[config.mk]
export PLATFORM = sky130hd
export DESIGN_NAME = fr_mgr
export DESIGN_NICKNAME = d
export VERILOG_FILES = /design/src/fr_pkg.sv /design/src/fr_mgr.sv /design/src/fr_ext_timer.sv
export SDC_FILE = /design/constraint.sdc
export NUM_CORES = 1
export LEC_CHECK = 0
export BUFFER_PORTS_ARGS = -buffer_cell sky130_fd_sc_hd__clkbuf_2
export CAP_MARGIN = 15
export CORE_MARGIN = 10
export CORE_UTILIZATION = 40
export CTS_CLUSTER_DIAMETER = 80
export CTS_CLUSTER_SIZE = 25
export DETAILED_ROUTE_END_ITERATION = 12
export PLACE_DENSITY = 0.63
export SETUP_SLACK_MARGIN = 0.2
export SLEW_MARGIN = 40
export SYNTH_ARGS = -nofsm -noshare
export SYNTH_HDL_FRONTEND = slang
export SYNTH_HIERARCHICAL = 1
export SYNTH_SLANG_ARGS = --single-unit
[constraint.sdc]
create_clock -name sys_clk -period 1.9 [get_ports sys_clk]
set_input_delay 0.19 -clock sys_clk [delete_from_list [all_inputs] [get_ports sys_clk]]
set_output_delay 0.19 -clock sys_clk [all_outputs]
set_load 0.02 [all_outputs]
[src/fr_pkg.sv]
// Package with constants, carrier types and behaviour decoders of the fault reaction manager.
package fr_pkg;
   localparam int             N_FET         = 6;
   localparam logic [5:0]     FET_ALL       = 6'h3F;
   localparam logic [5:0]     FET_HS        = 6'h07;
   localparam logic [5:0]     FET_NONE      = 6'h00;
   localparam logic [1:0]     BHV_WARN      = 2'h0;
   localparam logic [1:0]     BHV_ERR       = 2'h1;
   localparam logic [1:0]     BHV_ARE       = 2'h2;
   localparam logic [1:0]     BHV_LE        = 2'h3;
   localparam logic [2:0]     SC_LE_HB      = 3'h6;
   localparam logic [2:0]     SC_LE_ONE     = 3'h7;
   localparam logic [2:0]     VD_ARE_HS     = 3'h6;
   localparam logic [2:0]     VD_LE_HS      = 3'h7;
   localparam logic [1:0]     DEF_STD       = 2'h1;
   localparam logic [2:0]     DEF_X         = 3'h1;
   localparam logic           DEF_DOUT      = 1'b0;
   localparam int             OVERTEMP_TRIP         = 7;
   localparam int             SD_BUV        = 4;
   localparam int             SD_CLK        = 3;
   localparam int             SD_POV        = 2;
   localparam int             SD_PIN        = 1;
   localparam int             SD_DPV        = 0;
   localparam logic [7:0]     SD_RESET      = 8'h00;
   localparam int             CLK_PERIOD_NS = 100;
   localparam int             EXT_TIME_NS   = 1000;
   localparam int             EXT_CYCLES    = (EXT_TIME_NS + CLK_PERIOD_NS - 1) / CLK_PERIOD_NS;

   typedef struct packed {
      logic       warn;
      logic       err;
      logic       latch;
      logic [5:0] off;
   } fr_react_s;

   typedef struct packed {
      logic overtemp;
      logic boot_uv;
      logic clk_are;
      logic clk_le;
      logic ov_cb;
      logic ov_flycap;
      logic pump_in;
      logic drive_path;
   } fr_trip_s;

   function automatic fr_react_s fr_std(input logic fail, input logic [1:0] code, input logic [5:0] mask);
      fr_react_s r;
      r = '0;
      if (fail) begin
         case (code)
            BHV_WARN: r.warn = 1'b1;
            BHV_ERR:  r.err = 1'b1;
            BHV_ARE: begin
               r.err = 1'b1;
               r.off = mask;
            end
            default: begin
               r.err   = 1'b1;
               r.latch = 1'b1;
               r.off   = mask;
            end
         endcase
      end
      return r;
   endfunction
endpackage

[src/fr_mgr.sv]
// Fault reaction manager: failure flags, fault pin, FET shutdown masks, shutdown register, self-test grant.
// Function
// - Error flag is OR of all failures set to error, auto restart or latched.
// - Error flag clears only after failure gone and error register read.
// - Fault pin goes low on any error-class failure.
// - Error and auto restart release the pin after failure gone and extension expired.
// - Latched failures hold the pin low until reset through the drive permit pin.
// - Shutdowns have fixed reactions, turning FETs off except flying cap overvoltage, and show in a shutdown register.
// - Shutdown bits: 7 overtemp, 4 bootstrap uv, 3 clock, 2 pump ov, 1 pump input, 0 path.
// - Clock trip reacts as auto restart or latched, pumps kept, pin low.
// - Pump overvolt: bootstrap node latches all off; flying cap latches second pump only.
// - Overtemp and pump input overload latch stages and pumps off, pin low.
// - Drive path violation latches stages off, pin low, pumps stay active.
// - Two-bit code: warning, error, auto restart all off, latched all off.
// - Short circuit code adds latch of half bridge and latch of one FET.
// - Buffer capacitor undervoltage codes 10 and 11 switch off only that high side.
// - Drain sense overvoltage adds auto restart and latch of all high sides.
// - Digital output overload: 0 error, 1 latched all off.
// - All failures are handled independently with no priority.
// - Self-tests run only in self-test mode, entered by dedicated commands.
// - Self-test requests are ranked with priority 1 highest.
// - Warning flag is OR of warnings, cleared after failure gone and register read.
// - Fault pin ignores failures until normal operation mode.
`timescale 1ns/1ps
module fr_mgr #(
   parameter int N_STD      = 4,
   parameter int N_ST       = 7,
   parameter int EXT_CYCLES = fr_pkg::EXT_CYCLES
) (
   input  wire logic               sys_clk,          // System clock, 10 MHz.
   input  wire logic               nrst,             // Asynchronous reset, active low.
   input  wire logic               config_mode,      // Configuration mode active.
   input  wire logic               normal_mode,      // Normal operation mode active.
   input  wire logic               selftest_mode,    // Self-test mode active.
   input  wire logic               drive_permit_pin, // Drive permit pin, low releases latches.
   input  wire logic               err_reg_read,     // Pulse: error register was read.
   input  wire logic [N_STD-1:0]   std_fail,         // Standard detections.
   input  wire logic [2*N_STD-1:0] std_code,         // Two-bit codes, two bits per detection.
   input  wire logic [5:0]         sc_fail,          // Short circuit per FET, bits 2:0 high side.
   input  wire logic [2:0]         sc_code,          // Short circuit behaviour code.
   input  wire logic [2:0]         hsuv_fail,        // Buffer capacitor undervoltage per high side.
   input  wire logic [1:0]         hsuv_code,        // Buffer capacitor undervoltage code.
   input  wire logic               highside_drain_sense_fail,        // Drain sense overvoltage.
   input  wire logic [2:0]         highside_drain_sense_code,        // Drain sense overvoltage code.
   input  wire logic               dout_fail,        // Digital output overload.
   input  wire logic               dout_code,        // Digital output overload code.
   input  wire fr_pkg::fr_trip_s   trips,            // Protective shutdown causes.
   input  wire logic [N_ST-1:0]    st_req,           // Self-test requests, bit 0 priority 1.
   output logic                    warning_flag,     // Warning status flag.
   output logic                    error_flag,       // Error status flag.
   output logic                    fault_pin_n,      // Fault pin, active low.
   output logic [5:0]              fet_off,          // FET off mask, bits 2:0 high side.
   output logic                    pumps_off,        // All charge pumps off.
   output logic                    second_pump_off,  // Second charge pump off.
   output logic [7:0]              shutdown_status,  // Shutdown register.
   output logic [N_ST-1:0]         st_grant          // Granted self-test, one-hot.
);
   localparam int N_CFG = N_STD + 11;
   localparam int N_ALL = N_CFG + 8;

   logic                 permit_meta_reg;
   logic                 permit_reg;
   logic [2*N_STD-1:0]   cfg_std_reg;
   logic [2:0]           cfg_sc_reg;
   logic [1:0]           cfg_hsuv_reg;
   logic [2:0]           cfg_highside_drain_sense_reg;
   logic                 cfg_dout_reg;
   fr_pkg::fr_react_s    react [N_ALL];
   logic                 warn_any;
   logic                 err_live;
   logic                 latch_set;
   logic [5:0]           off_now;
   logic [5:0]           off_latch;
   logic                 latch_reg;
   logic [5:0]           fet_latch_reg;
   logic                 pump_latch_reg;
   logic                 sp_latch_reg;
   logic [7:0]           sd_latch_reg;
   logic [7:0]           sd_live;
   logic [7:0]           sd_lset;
   logic                 release_now;
   logic                 ext_busy;
   logic [N_ST-1:0]      st_pick;

   // Drive permit pin is asynchronous and passes two flip-flops.
   always_ff @(posedge sys_clk or negedge nrst) begin
      if (!nrst) begin
         permit_meta_reg <= 1'b0;
         permit_reg      <= 1'b0;
      end else begin
         permit_meta_reg <= drive_permit_pin;
         permit_reg      <= permit_meta_reg;
      end
   end
   assign release_now = !permit_reg;

   // Behaviour codes are taken only during configuration mode.
   always_ff @(posedge sys_clk or negedge nrst) begin
      if (!nrst) begin
         cfg_std_reg  <= {N_STD{fr_pkg::DEF_STD}};
         cfg_sc_reg   <= fr_pkg::DEF_X;
         cfg_hsuv_reg <= fr_pkg::DEF_STD;
         cfg_highside_drain_sense_reg <= fr_pkg::DEF_X;
         cfg_dout_reg <= fr_pkg::DEF_DOUT;
      end else if (config_mode) begin
         cfg_std_reg  <= std_code;
         cfg_sc_reg   <= sc_code;
         cfg_hsuv_reg <= hsuv_code;
         cfg_highside_drain_sense_reg <= highside_drain_sense_code;
         cfg_dout_reg <= dout_code;
      end
   end

   // Each detection is decoded on its own; nothing ranks one against another.
   genvar g;
   generate
      for (g = 0; g < N_STD; g++) begin : g_std
         assign react[g] = fr_pkg::fr_std(std_fail[g], cfg_std_reg[2*g +: 2], fr_pkg::FET_ALL);
      end
      for (g = 0; g < 6; g++) begin : g_sc
         localparam logic [5:0] ONE = 6'h01 << g;
         localparam logic [5:0] HB  = (6'h09 << (g % 3));
         always_comb begin
            react[N_STD + g] = fr_pkg::fr_std(sc_fail[g], cfg_sc_reg[1:0], fr_pkg::FET_ALL);
            if (sc_fail[g] && cfg_sc_reg == fr_pkg::SC_LE_HB) begin
               react[N_STD + g] = fr_pkg::fr_std(1'b1, fr_pkg::BHV_LE, HB);
            end else if (sc_fail[g] && cfg_sc_reg == fr_pkg::SC_LE_ONE) begin
               react[N_STD + g] = fr_pkg::fr_std(1'b1, fr_pkg::BHV_LE, ONE);
            end
         end
      end
      for (g = 0; g < 3; g++) begin : g_hsuv
         localparam logic [5:0] HS1 = 6'h01 << g;
         assign react[N_STD + 6 + g] = fr_pkg::fr_std(hsuv_fail[g], cfg_hsuv_reg, HS1);
      end
   endgenerate

   always_comb begin
      react[N_STD + 9] = fr_pkg::fr_std(highside_drain_sense_fail, cfg_highside_drain_sense_reg[1:0], fr_pkg::FET_ALL);
      if (highside_drain_sense_fail && cfg_highside_drain_sense_reg == fr_pkg::VD_ARE_HS) begin
         react[N_STD + 9] = fr_pkg::fr_std(1'b1, fr_pkg::BHV_ARE, fr_pkg::FET_HS);
      end else if (highside_drain_sense_fail && cfg_highside_drain_sense_reg == fr_pkg::VD_LE_HS) begin
         react[N_STD + 9] = fr_pkg::fr_std(1'b1, fr_pkg::BHV_LE, fr_pkg::FET_HS);
      end
   end

   assign react[N_STD + 10] = fr_pkg::fr_std(dout_fail, {cfg_dout_reg, 1'b1}, fr_pkg::FET_ALL);

   // Shutdowns carry fixed reactions.
   assign react[N_CFG + 0] = fr_pkg::fr_std(trips.overtemp, fr_pkg::BHV_LE, fr_pkg::FET_ALL);
   assign react[N_CFG + 1] = fr_pkg::fr_std(trips.boot_uv, fr_pkg::BHV_ARE, fr_pkg::FET_ALL);
   assign react[N_CFG + 2] = fr_pkg::fr_std(trips.clk_are, fr_pkg::BHV_ARE, fr_pkg::FET_ALL);
   assign react[N_CFG + 3] = fr_pkg::fr_std(trips.clk_le, fr_pkg::BHV_LE, fr_pkg::FET_ALL);
   assign react[N_CFG + 4] = fr_pkg::fr_std(trips.ov_cb, fr_pkg::BHV_LE, fr_pkg::FET_ALL);
   assign react[N_CFG + 5] = fr_pkg::fr_std(trips.ov_flycap, fr_pkg::BHV_LE, fr_pkg::FET_NONE);
   assign react[N_CFG + 6] = fr_pkg::fr_std(trips.pump_in, fr_pkg::BHV_LE, fr_pkg::FET_ALL);
   assign react[N_CFG + 7] = fr_pkg::fr_std(trips.drive_path, fr_pkg::BHV_LE, fr_pkg::FET_ALL);

   always_comb begin
      warn_any  = 1'b0;
      err_live  = 1'b0;
      latch_set = 1'b0;
      off_now   = '0;
      off_latch = '0;
      for (int i = 0; i < N_ALL; i++) begin
         warn_any  = warn_any | react[i].warn;
         err_live  = err_live | (react[i].err & ~react[i].latch);
         latch_set = latch_set | react[i].latch;
         off_now   = off_now | (react[i].latch ? fr_pkg::FET_NONE : react[i].off);
         off_latch = off_latch | (react[i].latch ? react[i].off : fr_pkg::FET_NONE);
      end
   end

   assign sd_live[fr_pkg::OVERTEMP_TRIP]  = trips.overtemp;
   assign sd_live[6:5]            = 2'h0;
   assign sd_live[fr_pkg::SD_BUV] = trips.boot_uv;
   assign sd_live[fr_pkg::SD_CLK] = trips.clk_are | trips.clk_le;
   assign sd_live[fr_pkg::SD_POV] = trips.ov_cb | trips.ov_flycap;
   assign sd_live[fr_pkg::SD_PIN] = trips.pump_in;
   assign sd_live[fr_pkg::SD_DPV] = trips.drive_path;
   assign sd_lset                 = sd_live & {1'b1, 2'b00, 1'b0, trips.clk_le, 3'b111};

   // Latched reactions: a new latch in the release cycle wins over the release.
   always_ff @(posedge sys_clk or negedge nrst) begin
      if (!nrst) begin
         latch_reg      <= 1'b0;
         fet_latch_reg  <= '0;
         pump_latch_reg <= 1'b0;
         sp_latch_reg   <= 1'b0;
         sd_latch_reg   <= fr_pkg::SD_RESET;
      end else begin
         latch_reg      <= (latch_reg & ~release_now) | latch_set;
         fet_latch_reg  <= (fet_latch_reg & ~{6{release_now}}) | off_latch;
         pump_latch_reg <= (pump_latch_reg & ~release_now)
                           | trips.overtemp | trips.ov_cb | trips.pump_in;
         sp_latch_reg   <= (sp_latch_reg & ~release_now) | trips.ov_flycap;
         sd_latch_reg   <= (sd_latch_reg & ~{8{release_now}}) | sd_lset;
      end
   end

   // Outputs toward the stages and pumps.
   always_ff @(posedge sys_clk or negedge nrst) begin
      if (!nrst) begin
         fet_off         <= '0;
         pumps_off       <= 1'b0;
         second_pump_off <= 1'b0;
         shutdown_status <= fr_pkg::SD_RESET;
      end else begin
         fet_off         <= off_now | off_latch | (fet_latch_reg & ~{6{release_now}});
         pumps_off       <= pump_latch_reg | trips.overtemp | trips.ov_cb | trips.pump_in;
         second_pump_off <= pump_latch_reg | sp_latch_reg | trips.overtemp | trips.ov_cb
                            | trips.pump_in | trips.ov_flycap;
         shutdown_status <= sd_live | sd_latch_reg;
      end
   end

   // Status flags are sticky; a read clears them only once the cause is gone.
   always_ff @(posedge sys_clk or negedge nrst) begin
      if (!nrst) begin
         error_flag   <= 1'b0;
         warning_flag <= 1'b0;
      end else begin
         error_flag   <= err_live | latch_set | latch_reg | (error_flag & ~err_reg_read);
         warning_flag <= warn_any | (warning_flag & ~err_reg_read);
      end
   end

   fr_ext_timer #(
      .CYCLES (EXT_CYCLES)
   ) u_ext (
      .sys_clk (sys_clk),
      .nrst    (nrst),
      .hold    (err_live),
      .busy    (ext_busy)
   );

   always_ff @(posedge sys_clk or negedge nrst) begin
      if (!nrst) begin
         fault_pin_n <= 1'b1;
      end else begin
         fault_pin_n <= !(normal_mode && (ext_busy || latch_set || latch_reg));
      end
   end

   // Lowest request index is priority 1.
   always_comb begin
      st_pick = '0;
      for (int i = N_ST - 1; i >= 0; i--) begin
         if (st_req[i]) begin
            st_pick = '0;
            st_pick[i] = 1'b1;
         end
      end
   end

   always_ff @(posedge sys_clk or negedge nrst) begin
      if (!nrst) begin
         st_grant <= '0;
      end else begin
         st_grant <= selftest_mode ? st_pick : '0;
      end
   end

   // Cycles since the last non-latched failure, saturating at the extension length; used only by the checks below.
   localparam int            GW      = $clog2(EXT_CYCLES + 1);
   localparam logic [GW-1:0] GAP_END = GW'(EXT_CYCLES);
   logic [GW-1:0]            gap_reg;
   always_ff @(posedge sys_clk or negedge nrst) begin
      if (!nrst) begin
         gap_reg <= GAP_END;
      end else if (err_live) begin
         gap_reg <= '0;
      end else if (gap_reg != GAP_END) begin
         gap_reg <= gap_reg + GW'(1);
      end
   end
endmodule

[src/fr_ext_timer.sv]
// Failure extension timer that holds the fault pin low after a non-latched failure clears.
`timescale 1ns/1ps
module fr_ext_timer #(
   parameter int CYCLES = fr_pkg::EXT_CYCLES
) (
   input  wire logic sys_clk,   // System clock.
   input  wire logic nrst,      // Asynchronous reset, active low.
   input  wire logic hold,      // Non-latched failure present.
   output logic      busy       // Extension still running.
);
   localparam int W = $clog2(CYCLES + 1);
   localparam logic [W-1:0] LOAD = W'(CYCLES);

   logic [W-1:0] cnt_reg;

   // The count reloads on every cycle of the failure, so it restarts when the failure ends.
   always_ff @(posedge sys_clk or negedge nrst) begin
      if (!nrst) begin
         cnt_reg <= '0;
      end else if (hold) begin
         cnt_reg <= LOAD;
      end else if (cnt_reg != '0) begin
         cnt_reg <= cnt_reg - W'(1);
      end
   end

   assign busy = hold || (cnt_reg != '0);
endmodule

== Word level (Yosys, flattened, before mapping) ==
Cells that the tools add are included.

* Muxes and demuxes: 124
* Bitwise gates (word level): 183
* Reductions and logical operators: 43
* $add $sub $neg: 1
* Equality and inequality tests: 18

{| class="wikitable"
|+ Operator list
! operator !! number
|-
| 2-to-1 mux 6 bit || 52
|-
| OR 6 bit || 47
|-
| 2-to-1 mux 9 bit || 28
|-
| OR 1 bit || 76
|-
| 2-to-1 mux 8 bit || 9
|-
| 2-to-1 mux 7 bit || 9
|-
| bitwise AND 1 bit || 28
|-
| NOT 1 bit || 24
|-
| 2-to-1 mux 1 bit || 22
|-
| OR reduction 3 bit || 7
|-
| bitwise AND 8 bit || 2
|-
| OR 8 bit || 2
|-
| logical AND 1 bit || 15
|-
| == test 2 x 1 -> 1 bit, second input constant || 7
|-
| == test 2 bit, second input constant || 7
|-
| logical NOT 2 bit || 7
|-
| OR reduction 2 bit || 7
|-
| == test 3 bit, second input constant || 4
|-
| 2-to-1 mux 4 bit || 2
|-
| NOT 8 bit || 1
|-
| bitwise AND 6 bit || 1
|-
| NOT 6 bit || 1
|-
| nonzero test 4 bit || 1
|-
| subtractor 4 x 1 -> 4 bit, second input constant || 1
|-
| other kinds (6) || 9
|}

* Bits of input ports: 54
* Flip-flop bits (word level): 66
* Logic and storage cells: 390

== Depth between registers and ports, before layout ==
Gate-level depths: netlist of the first run.

* Depth in word-level cells: 33
* Gate-level depth with buffers: 7
* Mapped depth without buffers: 6

== By module ==
The synthesis of the first run kept the hierarchy.

{| class="wikitable"
|+ Modules (own cells, without submodules)
! module !! cells an instance !! area an instance (um^2) !! times used
|-
| fr_mgr || 242 || 2,747.6 || 1
|-
| fr_ext_timer || 23 || 232.7 || 1
|}

== Least setup slack after synthesis of the first run ==
OpenSTA, ideal clock, no wires.

* Path kind: flip-flop to flip-flop
* Start point: reg cfg_sc_reg[0]
* End point: reg fet_off[1]
* Period minus slack after synthesis: 1,946 ps
* Stages on the path, launching flop included: 5
* Data required time: 1,769 ps
* Buffers on the path: 0
* Arrival: 1,814 ps
* Setup slack: -46 ps
* Setup time: 131 ps
* Path through: dfstp_2 and3b_1 or4_4 a311oi_2 or3b_1

* Longest elaborated chain between the ends: 28
* Elaborated cells on any way between the ends: 91
* Those cells by class: eq/ne: 4; mux: 32; bitwise: 40; reduce/logical: 15

{| class="wikitable"
|+ Ends and longest elaborated chain
! element !! line !! text
|-
| start, declared || fr_mgr.sv:64 || <nowiki>logic [2:0] cfg_sc_reg;</nowiki>
|-
| start signal, assigned || fr_mgr.sv:101 || <nowiki>cfg_sc_reg <= fr_pkg::DEF_X;</nowiki>
|-
| start signal, assigned || fr_mgr.sv:107 || <nowiki>cfg_sc_reg <= sc_code;</nowiki>
|-
| == test 2 x 1 -> 1 bit (tied with other cells) || fr_pkg.sv:51 || <nowiki>case (code)</nowiki>
|-
| OR reduction 3 bit (no source line) / OR reduction 2 bit (equally long branches) || - ||
|-
| 2-to-1 mux 1 bit / 2-to-1 mux 6 bit (equally long branches) || fr_pkg.sv:51 ||
|-
| 2-to-1 mux 9 bit || fr_pkg.sv:50 || <nowiki>if (fail) begin</nowiki>
|-
| 2-to-1 mux 9 bit || fr_mgr.sv:127 || <nowiki>end else if (sc_fail[g] && cfg_sc_reg == fr_pkg::SC_LE_ONE) begin</nowiki>
|-
| 2-to-1 mux 9 bit || fr_mgr.sv:125 || <nowiki>if (sc_fail[g] && cfg_sc_reg == fr_pkg::SC_LE_HB) begin</nowiki>
|-
| 2-to-1 mux 6 bit (on tied branches) || fr_mgr.sv:169, fr_mgr.sv:170 ||
|-
| OR 6 bit (on tied branches) (19 in series) || fr_mgr.sv:169, fr_mgr.sv:170 ||
|-
| OR 6 bit (*) (2 in series) || fr_mgr.sv:209 || <nowiki>fet_off <= off_now | off_latch | (fet_latch_reg & ~{6{release_now}});</nowiki>
|-
| end signal, assigned || fr_mgr.sv:209 ||
|-
| end, declared || fr_mgr.sv:52 || <nowiki>output logic [5:0] fet_off,</nowiki>
|}

Every way passes the cells marked *; elsewhere a longest branch is shown, timed or not.
A chain may end at the register's enable or synchronous reset.

== Final worst setup path of the first run ==
Same ends and word-level chain as after synthesis.

==> results.json, run 1 <==
{
  "fin_hold_ws_ns": 0.0439,
  "multi_input_area_um2": 1320,
  "rsz0062_at_grt": "true",
  "drtIter0Drc": 88,
  "grt_overflow": 0,
  "grt_pass1_wl_um": 12600,
  "portBuffers": 79,
  "viasPerCell": 5.14,
  "grt_use_met3_pct": 5.50,
  "clkPwrFrac_pct": 38.9,
  "ant_nets": 0,
  "async_reset_ff_share_pct": 100,
  "wirelength_um": 7670,
  "postPlaceCellArea_um2": 3660,
  "yosysSeqAreaShare_pct": 55.8,
  "die_area_um2": 11300,
  "pwr-share-comb_pct": 15.1,
  "rows": 31,
  "final_cell_mix": "clkbuf_2, dfrtp_1, buf_4, nand2_1, mux2_2",
  "drt_first_pass_iters": 4,
  "peakVddDrop_uv": 616,
  "fillers": 692,
  "synth_compound_area_share_pct": 13.0,
  "synth_xor_area_share_pct": 2.35,
  "grt_pass1_vias": 2593,
  "synth.distinct_cells": 53,
  "core_region_area_um2": 7250,
  "place.gp.congestion": 0.869,
  "num_vias": 2472,
  "crit_buf_inv": 0,
  "synthSimpleGateAreaFrac_pct": 20.6,
  "busiest_layer": "met2",
  "p_per_area_nw_per_um2": 829,
  "track_usage_pct": 13.8,
  "path_class": "reg -> reg",
  "period_share_pct": 99.6,
  "hp-class": "in -> reg",
  "ys_ff_latch": 66,
  "synth.avg_cell_area_um2": 11.2,
  "clk_latency_ns": 0.34,
  "synth_area_leaders": "dfrtp_1, dfstp_2, mux2_2",
  "drc_errors": 0,
  "cts_buffers": 9,
  "synth_top_family_by_area": "simple AND/OR/NAND/NOR gates",
  "stdcell_area_um2": 4010,
  "setup_tns_ns": 0,
  "antenna_found_initial": 0,
  "fin_skew_ns": 0.00959,
  "power.internal_mw": 2.47,
  "fin_total_pwr_mw": 3.33,
  "clock_path_buffers": 2,
  "critical-path-top-delay-family": "simple AND/OR/NAND/NOR gates",
  "maxCapViolations": 0,
  "htree_levels": 3,
  "grt_max_degree": 67,
  "synth_top_area_share_pct": 48.7,
  "synthFlopType": "dfrtp_1",
  "path_cells": "and3b_1, or4_4, a311oi_2, or3b_1",
  "grt_util_met1_pct": 16.3,
  "ios": 80,
  "setup_viol": 0,
  "critical-path-max-stage-delay_ns": 0.53,
  "p_sw_uw": 860,
  "fmax_ghz": 0.528,
  "finalHoldViolations": 0,
  "final_net_count": 433,
  "fin_crit_ns": 1.89,
  "grt.met2_usage_pct": 22.5,
  "insertedDiodeCount": 0,
  "leakage_nw": 1.81,
  "cts_tree": "built",
  "die_h_um": 106,
  "hpwl_um": 5900,
  "arrival_ns": 2.11,
  "clockRootBuffer": "clkbuf_8",
  "slowest_stage": "dfstp_2",
  "synthAdderAreaFrac_pct": 0.840,
  "synth.area.mux_share_pct": 5.29,
  "regArea_um2": 1660,
  "slew_headroom_pct": 69.2,
  "pwr-share-seq_pct": 46.0,
  "netlist_area_um2": 2980,
  "worstSetupStartpointType": "flop",
  "start_util_pct": 41.1,
  "syn2layout_area_growth_pct": 34.6,
  "clk_pin_slew_worst_paths_ns": 0.07,
  "status": "complete, no violations",
  "cts_sinks": 66,
  "synth_top_cell_by_area": "dfrtp_1",
  "route.detailed.wl_per_inst_um": 15.9,
  "endpoint_kind": "flop",
  "final_common_cell": "clkbuf_2",
  "drive_gt1_share_pct": 43.2,
  "die_width_um": 106,
  "final-max-slew-violation-count": 0,
  "synth_nets": 321,
  "yosysWarnings": 6,
  "tightestPinTransition_ns": 0.461,
  "synth_cells": 265,
  "crit_path_max_fanout": 2,
  "synth_edf_count": 0,
  "switching_share_pct": 25.9,
  "cp.required_ns": 2.11
}
==> power by group through the flow <==
| stage | combinational [mW] | clock, mW | sequential, mW |
|---|---|---|---|
| after floorplan | 0.238 | 0 | 1.56 |
| after global placement | 0.467 | 0 | 1.55 |
| after detailed placement | 0.471 | 0 | 1.56 |
| after CTS | 0.493 | 1.34 | 1.53 |
| after global routing | 0.557 | 1.39 | 1.54 |
| final | 0.503 | 1.29 | 1.53 |
==> worst paths after layout <==
check | slack, ns | end | from | cells after the start
min in group asynchronous | 0.43 | shutdown_status[1]$_DFF_PN0_ | nrst | 3
worst min register to register | 0.35 | permit_reg$_DFF_PN0_ | permit_meta_reg$_DFF_PN0_ | 0
max in group asynchronous | 1.16 | cfg_hsuv_reg[0]$_DFFE_PN1P_ | nrst | 3
worst max register to register | 0.008 | fet_off[1]$_DFF_PN0_ | cfg_sc_reg[0]$_DFFE_PN1P_ | 4
worst max-delay path | 0.008 | fet_off[1]$_DFF_PN0_ | cfg_sc_reg[0]$_DFFE_PN1P_ | 4
worst min-delay path | 0.04 | st_grant[2]$_DFF_PN0_ | st_req[1] | 2
==> area by class of cell <==
type	instances	share of cell area, %
Sequential cell	66	41.4
Tap cell	99	3.09
Clock inverter	6	2.25
Clock buffer	10	3.18
Inverter	8	0.749
Timing Repair Buffer	110	16.4
Multi-Input combinational cell	182	32.9
==> metrics by stage <==
| step | setup WS (ns) | cells | utilization [%] |
|---|---|---|---|
| 2_1_floorplan | 0.00665 | 265 | - |
| 3_3_place_gp | 0.0235 | 458 | 50.5 |
| 3_5_place_dp | -0.0208 | 458 | 50.5 |
| 4_1_cts | -0.0129 | 479 | 54.6 |
| 5_1_grt | -0.0781 | 481 | 55.3 |
| 6_report | 0.00771 | 481 | 55.3 |
==> layer usage <==
| layer | share of wire, % | vias to the layer above |
|---|---|---|
| li1 | - | 1191 |
| met1 | 44 | 1194 |
| met2 | 47 | 75 |
| met3 | 6.9 | 12 |
| met4 | 1.4 | 0 |
| met5 | 0 | - |
==> synthesized netlist by cell type, drive strengths merged, types with 5 or more instances <==
cell / instances
a21o: 7
a21oi: 7
and2: 7
and3b: 5
clkbuf: 8
dfrtp: 58
dfstp: 8
inv: 8
mux2: 14
nand2: 21
nand2b: 5
nand3: 12
nor2: 12
nor2b: 5
nor3: 6
nor3b: 6
o21ai: 8
o22ai: 5
or2: 5
or3: 5
xor2: 6
==> timing repair <==
item / in CTS / in global routing
hold buffers: 3 / 0
pin swaps: 0 / 4
gates resized for setup: 7 / 7
buffers inserted: 2 / 2
hold endpoints to repair: 60 / 0
endpoints found under the setup margin: 11 / 12
==> kinds of logic (layout without fill, tap and decap cells) <==
group | Yosys count | in the layout
multiplexers | 14 | 14
AND/OR/NAND/NOR | 105 | 105
XOR/XNOR | 8 | 8
AO/OA/AOI/OAI | 53 | 53
flip-flops | 66 | 66
buffers and inverters | 17 | 134
adder cells (fa/ha/maj) | 2 | 2
No activity file was read; power rests on OpenSTA's default activity.
==> run 2: changes to the inputs <==
HOLD_SLACK_MARGIN = 0.06   (was unset)
==> run 2 against run 1 <==
Effect of this change: clock-buffer cell count stayed put; non-clock buffer count is 14 higher; setup slack worse by 0.0011 ns; sequential share of layout area is 1.4 points lower.
==> results.json, run 2 (same netlist as run 1, synthesis figures left out) <==
{
  "portBuffers": 79,
  "arrival_ns": 2.11,
  "wirelength_um": 7800,
  "worstSetupStartpointType": "flop",
  "viasPerCell": 5.09,
  "drt_first_pass_iters": 4,
  "pwr-share-seq_pct": 45.7,
  "top_layer": "met4",
  "clock_path_buffers": 2,
  "utilization_pct": 57.2,
  "slowest_stage": "dfstp_2",
  "fillers": 679,
  "fmax_ghz": 0.528,
  "slew_headroom_pct": 69.5,
  "die_width_um": 106,
  "fin_skew_ns": 0.00957,
  "setup_tns_ns": 0,
  "hp-class": "in -> reg",
  "critical-path-max-stage-delay_ns": 0.53,
  "peakVddDrop_uv": 624,
  "final_common_cell": "clkbuf_2",
  "cts_buffers": 9,
  "crit_path_max_fanout": 2,
  "pwr-share-comb_pct": 15.7,
  "ant_nets": 0,
  "antenna_found_initial": 0,
  "drtIter0Drc": 76,
  "status": "complete, no violations",
  "critical-path-top-delay-family": "simple AND/OR/NAND/NOR gates",
  "syn2layout_area_growth_pct": 39.3,
  "endpoint_kind": "flop",
  "setup_viol": 0,
  "final-max-slew-violation-count": 0,
  "maxCapViolations": 0,
  "crit_buf_inv": 0,
  "wl_met3_um": 561,
  "postPlaceCellArea_um2": 3660,
  "clockRootBuffer": "clkbuf_8",
  "cp.required_ns": 2.11,
  "pre_cts_slack_ns": -0.0208,
  "fin_hold_ws_ns": 0.0778,
  "hpwl_um": 5900,
  "route.detailed.wl_per_inst_um": 15.7,
  "drc_errors": 0,
  "finalHoldViolations": 0,
  "clkPwrFrac_pct": 38.7,
  "path_cells": "and3b_1, or4_4, a311oi_2, or3b_1",
  "rows": 31,
  "period_share_pct": 99.7,
  "p_sw_uw": 862,
  "clk_latency_ns": 0.34,
  "grt_max_degree": 67,
  "rsz0062_at_grt": "true",
  "worst_slack_ns": 0.00657,
  "insertedDiodeCount": 0,
  "ios": 80,
  "wl_met1_um": 3380,
  "stdcell_area_um2": 4150,
  "track_usage_pct": 14.1,
  "htree_levels": 3,
  "die_area_um2": 11300,
  "tightestPinTransition_ns": 0.458,
  "grt_pass1_wl_um": 13000,
  "grt_overflow": 0,
  "cts_tree": "built",
  "start_util_pct": 41.1,
  "die_h_um": 106,
  "drive_gt1_share_pct": 41.7,
  "final_cell_mix": "clkbuf_2, dfrtp_1, buf_4, nand2_1, dlygate4sd3_1",
  "num_vias": 2518,
  "p_per_area_nw_per_um2": 806,
  "fin_crit_ns": 1.89,
  "switching_share_pct": 25.8,
  "final_net_count": 447,
  "place.gp.congestion": 0.869,
  "path_class": "reg -> reg",
  "cts_sinks": 66,
  "leakage_nw": 1.87,
  "met2_length_um": 3750,
  "grt_pass1_vias": 2653,
  "clk_pin_slew_worst_paths_ns": 0.08,
  "power.internal_mw": 2.48,
  "core_region_area_um2": 7250
}
run 2: cell types whose count changed in the layout (fill, tap and decap cells not counted), sizes merged:
cell	previous run	this run
dlygate4sd3	3	17
run 2: final timing paths:
path                                                 to                      start  slack, ns  depth (start not counted)
setup reg to reg                   fet_off[1]$_DFF_PN0_  cfg_sc_reg[0]$_DFFE_PN1P_      0.007                          4
hold / removal                cfg_sc_reg[1]$_DFFE_PN0P_                 sc_code[1]       0.08                          2
hold reg to reg                    permit_reg$_DFF_PN0_  permit_meta_reg$_DFF_PN0_       0.35                          0
min in group asynchronous  shutdown_status[1]$_DFF_PN0_                       nrst       0.43                          3
max in group asynchronous   cfg_hsuv_reg[0]$_DFFE_PN1P_                       nrst       1.16                          3
setup / recovery                   fet_off[1]$_DFF_PN0_  cfg_sc_reg[0]$_DFFE_PN1P_      0.007                          4
run 2: power groups by stage:
| stage | clock [mW] | combinational [mW] | sequential (mW) |
|---|---|---|---|
| after global routing | 1.39 | 0.580 | 1.54 |
| after global placement | 0 | 0.467 | 1.55 |
| after CTS | 1.34 | 0.514 | 1.53 |
| after detailed placement | 0 | 0.471 | 1.56 |
| after floorplan | 0 | 0.238 | 1.56 |
| final | 1.29 | 0.524 | 1.53 |
run 2: routing by layer:
layer | GRT usage [%] | vias to the layer above
met5 | 0 | -
met4 | 4.45 | 0
met3 | 5.43 | 10
met2 | 23.5 | 76
met1 | 16.5 | 1215
li1 | - | 1217
run 2: layout make-up:
cell class              count  area, µm²  area share (%)
clock buffers              10        128            3.07
clock inverters             6       90.1            2.17
inverters                   8       30.0           0.723
multi-input cells         182       1320            31.8
flip-flops and latches     66       1660            40.0
well taps                  99        124            2.98
repair buffers            124        800            19.3
run 2: through the flow:
step           power (mW)  instances
6_report             3.35        495
5_1_grt              3.51        495
2_1_floorplan        1.80        265
3_5_place_dp         2.03        458
4_1_cts              3.38        493
3_3_place_gp         2.02        458
run 2: what timing repair did:
action                     CTS  global route
hold buffers                17             0
setup buffers                2             2
pin swaps                    0             4
setup endpoints to repair   11            12
hold endpoints to repair    74             0
gates resized for setup      7             7
==> run 3: changes to the inputs <==
CTS_BUF_LIST = sky130_fd_sc_hd__clkbuf_8   (was unset)
PLACE_DENSITY = 0.66   (was 0.63)
==> run 3 against run 2 <==
Effect of this change: sequential power hardly changed; cell area grew 3.8%; highest routed layer unchanged; cell count grew 0.81%; critical endpoint unchanged; critical path type unchanged.
==> results.json, run 3 (same netlist as run 1, synthesis figures left out) <==
{
  "slew_headroom_pct": 68.5,
  "htree_levels": 3,
  "p_per_area_nw_per_um2": 856,
  "final_cell_mix": "clkbuf_2, dfrtp_1, buf_4, nand2_1, dlygate4sd3_1",
  "place.gp.congestion": 0.879,
  "path_cells": "and3b_1, or4_4, a311oi_2, or3b_1",
  "path_class": "reg -> reg",
  "crit_path_max_fanout": 3,
  "syn2layout_area_growth_pct": 44.5,
  "reg2reg_slack_ns": 0.02,
  "dp_cells": 456,
  "tightestPinTransition_ns": 0.471,
  "drtIter0Drc": 161,
  "clkPwrFrac_pct": 43.4,
  "rows": 31,
  "hp-class": "in -> reg",
  "fmax_ghz": 0.531,
  "ios": 80,
  "switching_share_pct": 23.9,
  "instances_no_fill": 499,
  "r2r-end": "fet_off[1]$_DFF_PN0_",
  "stdcell_area_um2": 4310,
  "final_net_count": 451,
  "status": "complete, no violations",
  "clk_latency_ns": 0.34,
  "portBuffers": 79,
  "track_usage_pct": 14.1,
  "fin_crit_ns": 1.88,
  "antenna_found_initial": 0,
  "p_sw_uw": 881,
  "die_width_um": 106,
  "drt_first_pass_iters": 4,
  "wirelength_um": 7750,
  "grt_overflow": 0,
  "min_from": "std_code[0]",
  "num_vias": 2520,
  "rr_worst_depth": 4,
  "die_area_um2": 11300,
  "postPlaceCellArea_um2": 3650,
  "core_region_area_um2": 7250,
  "critical-path-max-stage-delay_ns": 0.53,
  "die_h_um": 106,
  "cp.required_ns": 2.12,
  "power.internal_mw": 2.81,
  "min_to": "cfg_std_reg[0]$_DFFE_PN1P_",
  "arrival_ns": 2.10,
  "slowest_stage": "dfstp_2",
  "clk_pin_slew_worst_paths_ns": 0.07,
  "clock_path_buffers": 2,
  "endpoint_kind": "flop",
  "drive_gt1_share_pct": 44.3,
  "grt_pass1_vias": 2588,
  "grt_pass1_wl_um": 12900,
  "worstSetupStartpointType": "flop",
  "cts_buffers": 9,
  "fillers": 636,
  "start_util_pct": 41.1,
  "cts_tree": "built",
  "final-max-slew-violation-count": 0,
  "period_share_pct": 99.0,
  "crit_buf_inv": 0,
  "drc_errors": 0,
  "maxCapViolations": 0,
  "cts_sinks": 66,
  "fin_skew_ns": 0.00551,
  "insertedDiodeCount": 0,
  "setup_tns_ns": 0,
  "route.detailed.wl_per_inst_um": 15.5,
  "final_common_cell": "clkbuf_2",
  "peakVddDrop_uv": 776,
  "grt_max_degree": 50,
  "setup_viol": 0,
  "ant_nets": 0,
  "clockRootBuffer": "clkbuf_8",
  "critical-path-top-delay-family": "simple AND/OR/NAND/NOR gates",
  "pwr-share-comb_pct": 15.0,
  "viasPerCell": 5.05,
  "worstReg2RegStart": "cfg_sc_reg[0]$_DFFE_PN1P_",
  "min_path_cells": 2,
  "pwr-share-seq_pct": 41.6,
  "rsz0062_at_grt": "true",
  "leakage_nw": 1.92,
  "hpwl_um": 5900,
  "finalHoldViolations": 0
}
-- run 3: worst max-delay path by stage --
| stage | to | startpoint | cells after the start | slack, ns |
|---|---|---|---|---|
| 4_1_cts | fet_off[1]$_DFF_PN0_ | cfg_sc_reg[0]$_DFFE_PN1P_ | 4 | 0.008 |
| 6_report | fet_off[1]$_DFF_PN0_ | cfg_sc_reg[0]$_DFFE_PN1P_ | 4 | 0.02 |
| 3_3_place_gp | fet_off[1]$_DFF_PN0_ | cfg_sc_reg[0]$_DFFE_PN1P_ | 4 | 0.02 |
| 3_5_place_dp | fet_off[1]$_DFF_PN0_ | cfg_sc_reg[0]$_DFFE_PN1P_ | 4 | 0.02 |
| 5_1_grt | fet_off[1]$_DFF_PN0_ | cfg_sc_reg[0]$_DFFE_PN1P_ | 4 | -0.06 |
| 2_1_floorplan | fet_off[1]$_DFF_PN0_ | cfg_sc_reg[0]$_DFFE_PN1P_ | 4 | 0.007 |
-- run 3: worst reg2reg max path, delay by kind of cell, from the launching register on --
family           cells  cell delay, ns
AND/OR/NAND/NOR      3            1.03
flip-flops           1            0.53
AO/OA/AOI/OAI        1            0.21
-- run 3: timing repair --
action / 4_1_cts / 5_1_grt
gates resized for setup: 19 / 8
setup endpoints to repair: 10 / 11
setup buffers: 8 / 2
pin swaps: 9 / 7
hold buffers: 16 / 1
hold endpoints to repair: 30 / 1
-- run 3: area by class of cell --
cell class | instances | area (µm²) | area share (%)
repair buffers | 128 | 845 | 19.6
clock inverters | 6 | 136 | 3.17
multi-input cells | 182 | 1370 | 31.9
well taps | 99 | 124 | 2.88
clock buffers | 10 | 138 | 3.19
flip-flops and latches | 66 | 1660 | 38.6
inverters | 8 | 30.0 | 0.697
-- run 3: routing by layer --
| layer | GRT usage (%) | part of all wire (%) | vias to the layer above |
|---|---|---|---|
| met1 | 16.8 | 43 | 1201 |
| li1 | - | - | 1219 |
| met3 | 6.34 | 8.5 | 9 |
| met2 | 22.3 | 47 | 91 |
| met5 | 0 | 0 | - |
| met4 | 4.35 | 0.93 | 0 |
-- run 3: power by group through the flow --
stage	Clock, mW	Sequential [mW]	Combinational [mW]
final	1.60	1.54	0.552
after global routing	1.71	1.54	0.605
after CTS	1.64	1.53	0.536
after detailed placement	0	1.56	0.461
after global placement	0	1.56	0.459
after floorplan	0	1.56	0.238
-- run 3: per-stage QoR --
stage | utilization, % | power (mW) | hold WS, ns | setup slack [ns]
final | 59.4 | 3.69 | 0.0773 | 0.0184
after detailed placement | 50.3 | 2.02 | 0.162 | 0.0165
after global routing | 59.4 | 3.86 | 0.0633 | -0.0640
after floorplan | - | 1.80 | -0.106 | 0.00665
after CTS | 58.4 | 3.71 | 0.0604 | 0.00795
after global placement | 50.3 | 2.02 | 0.161 | 0.0201
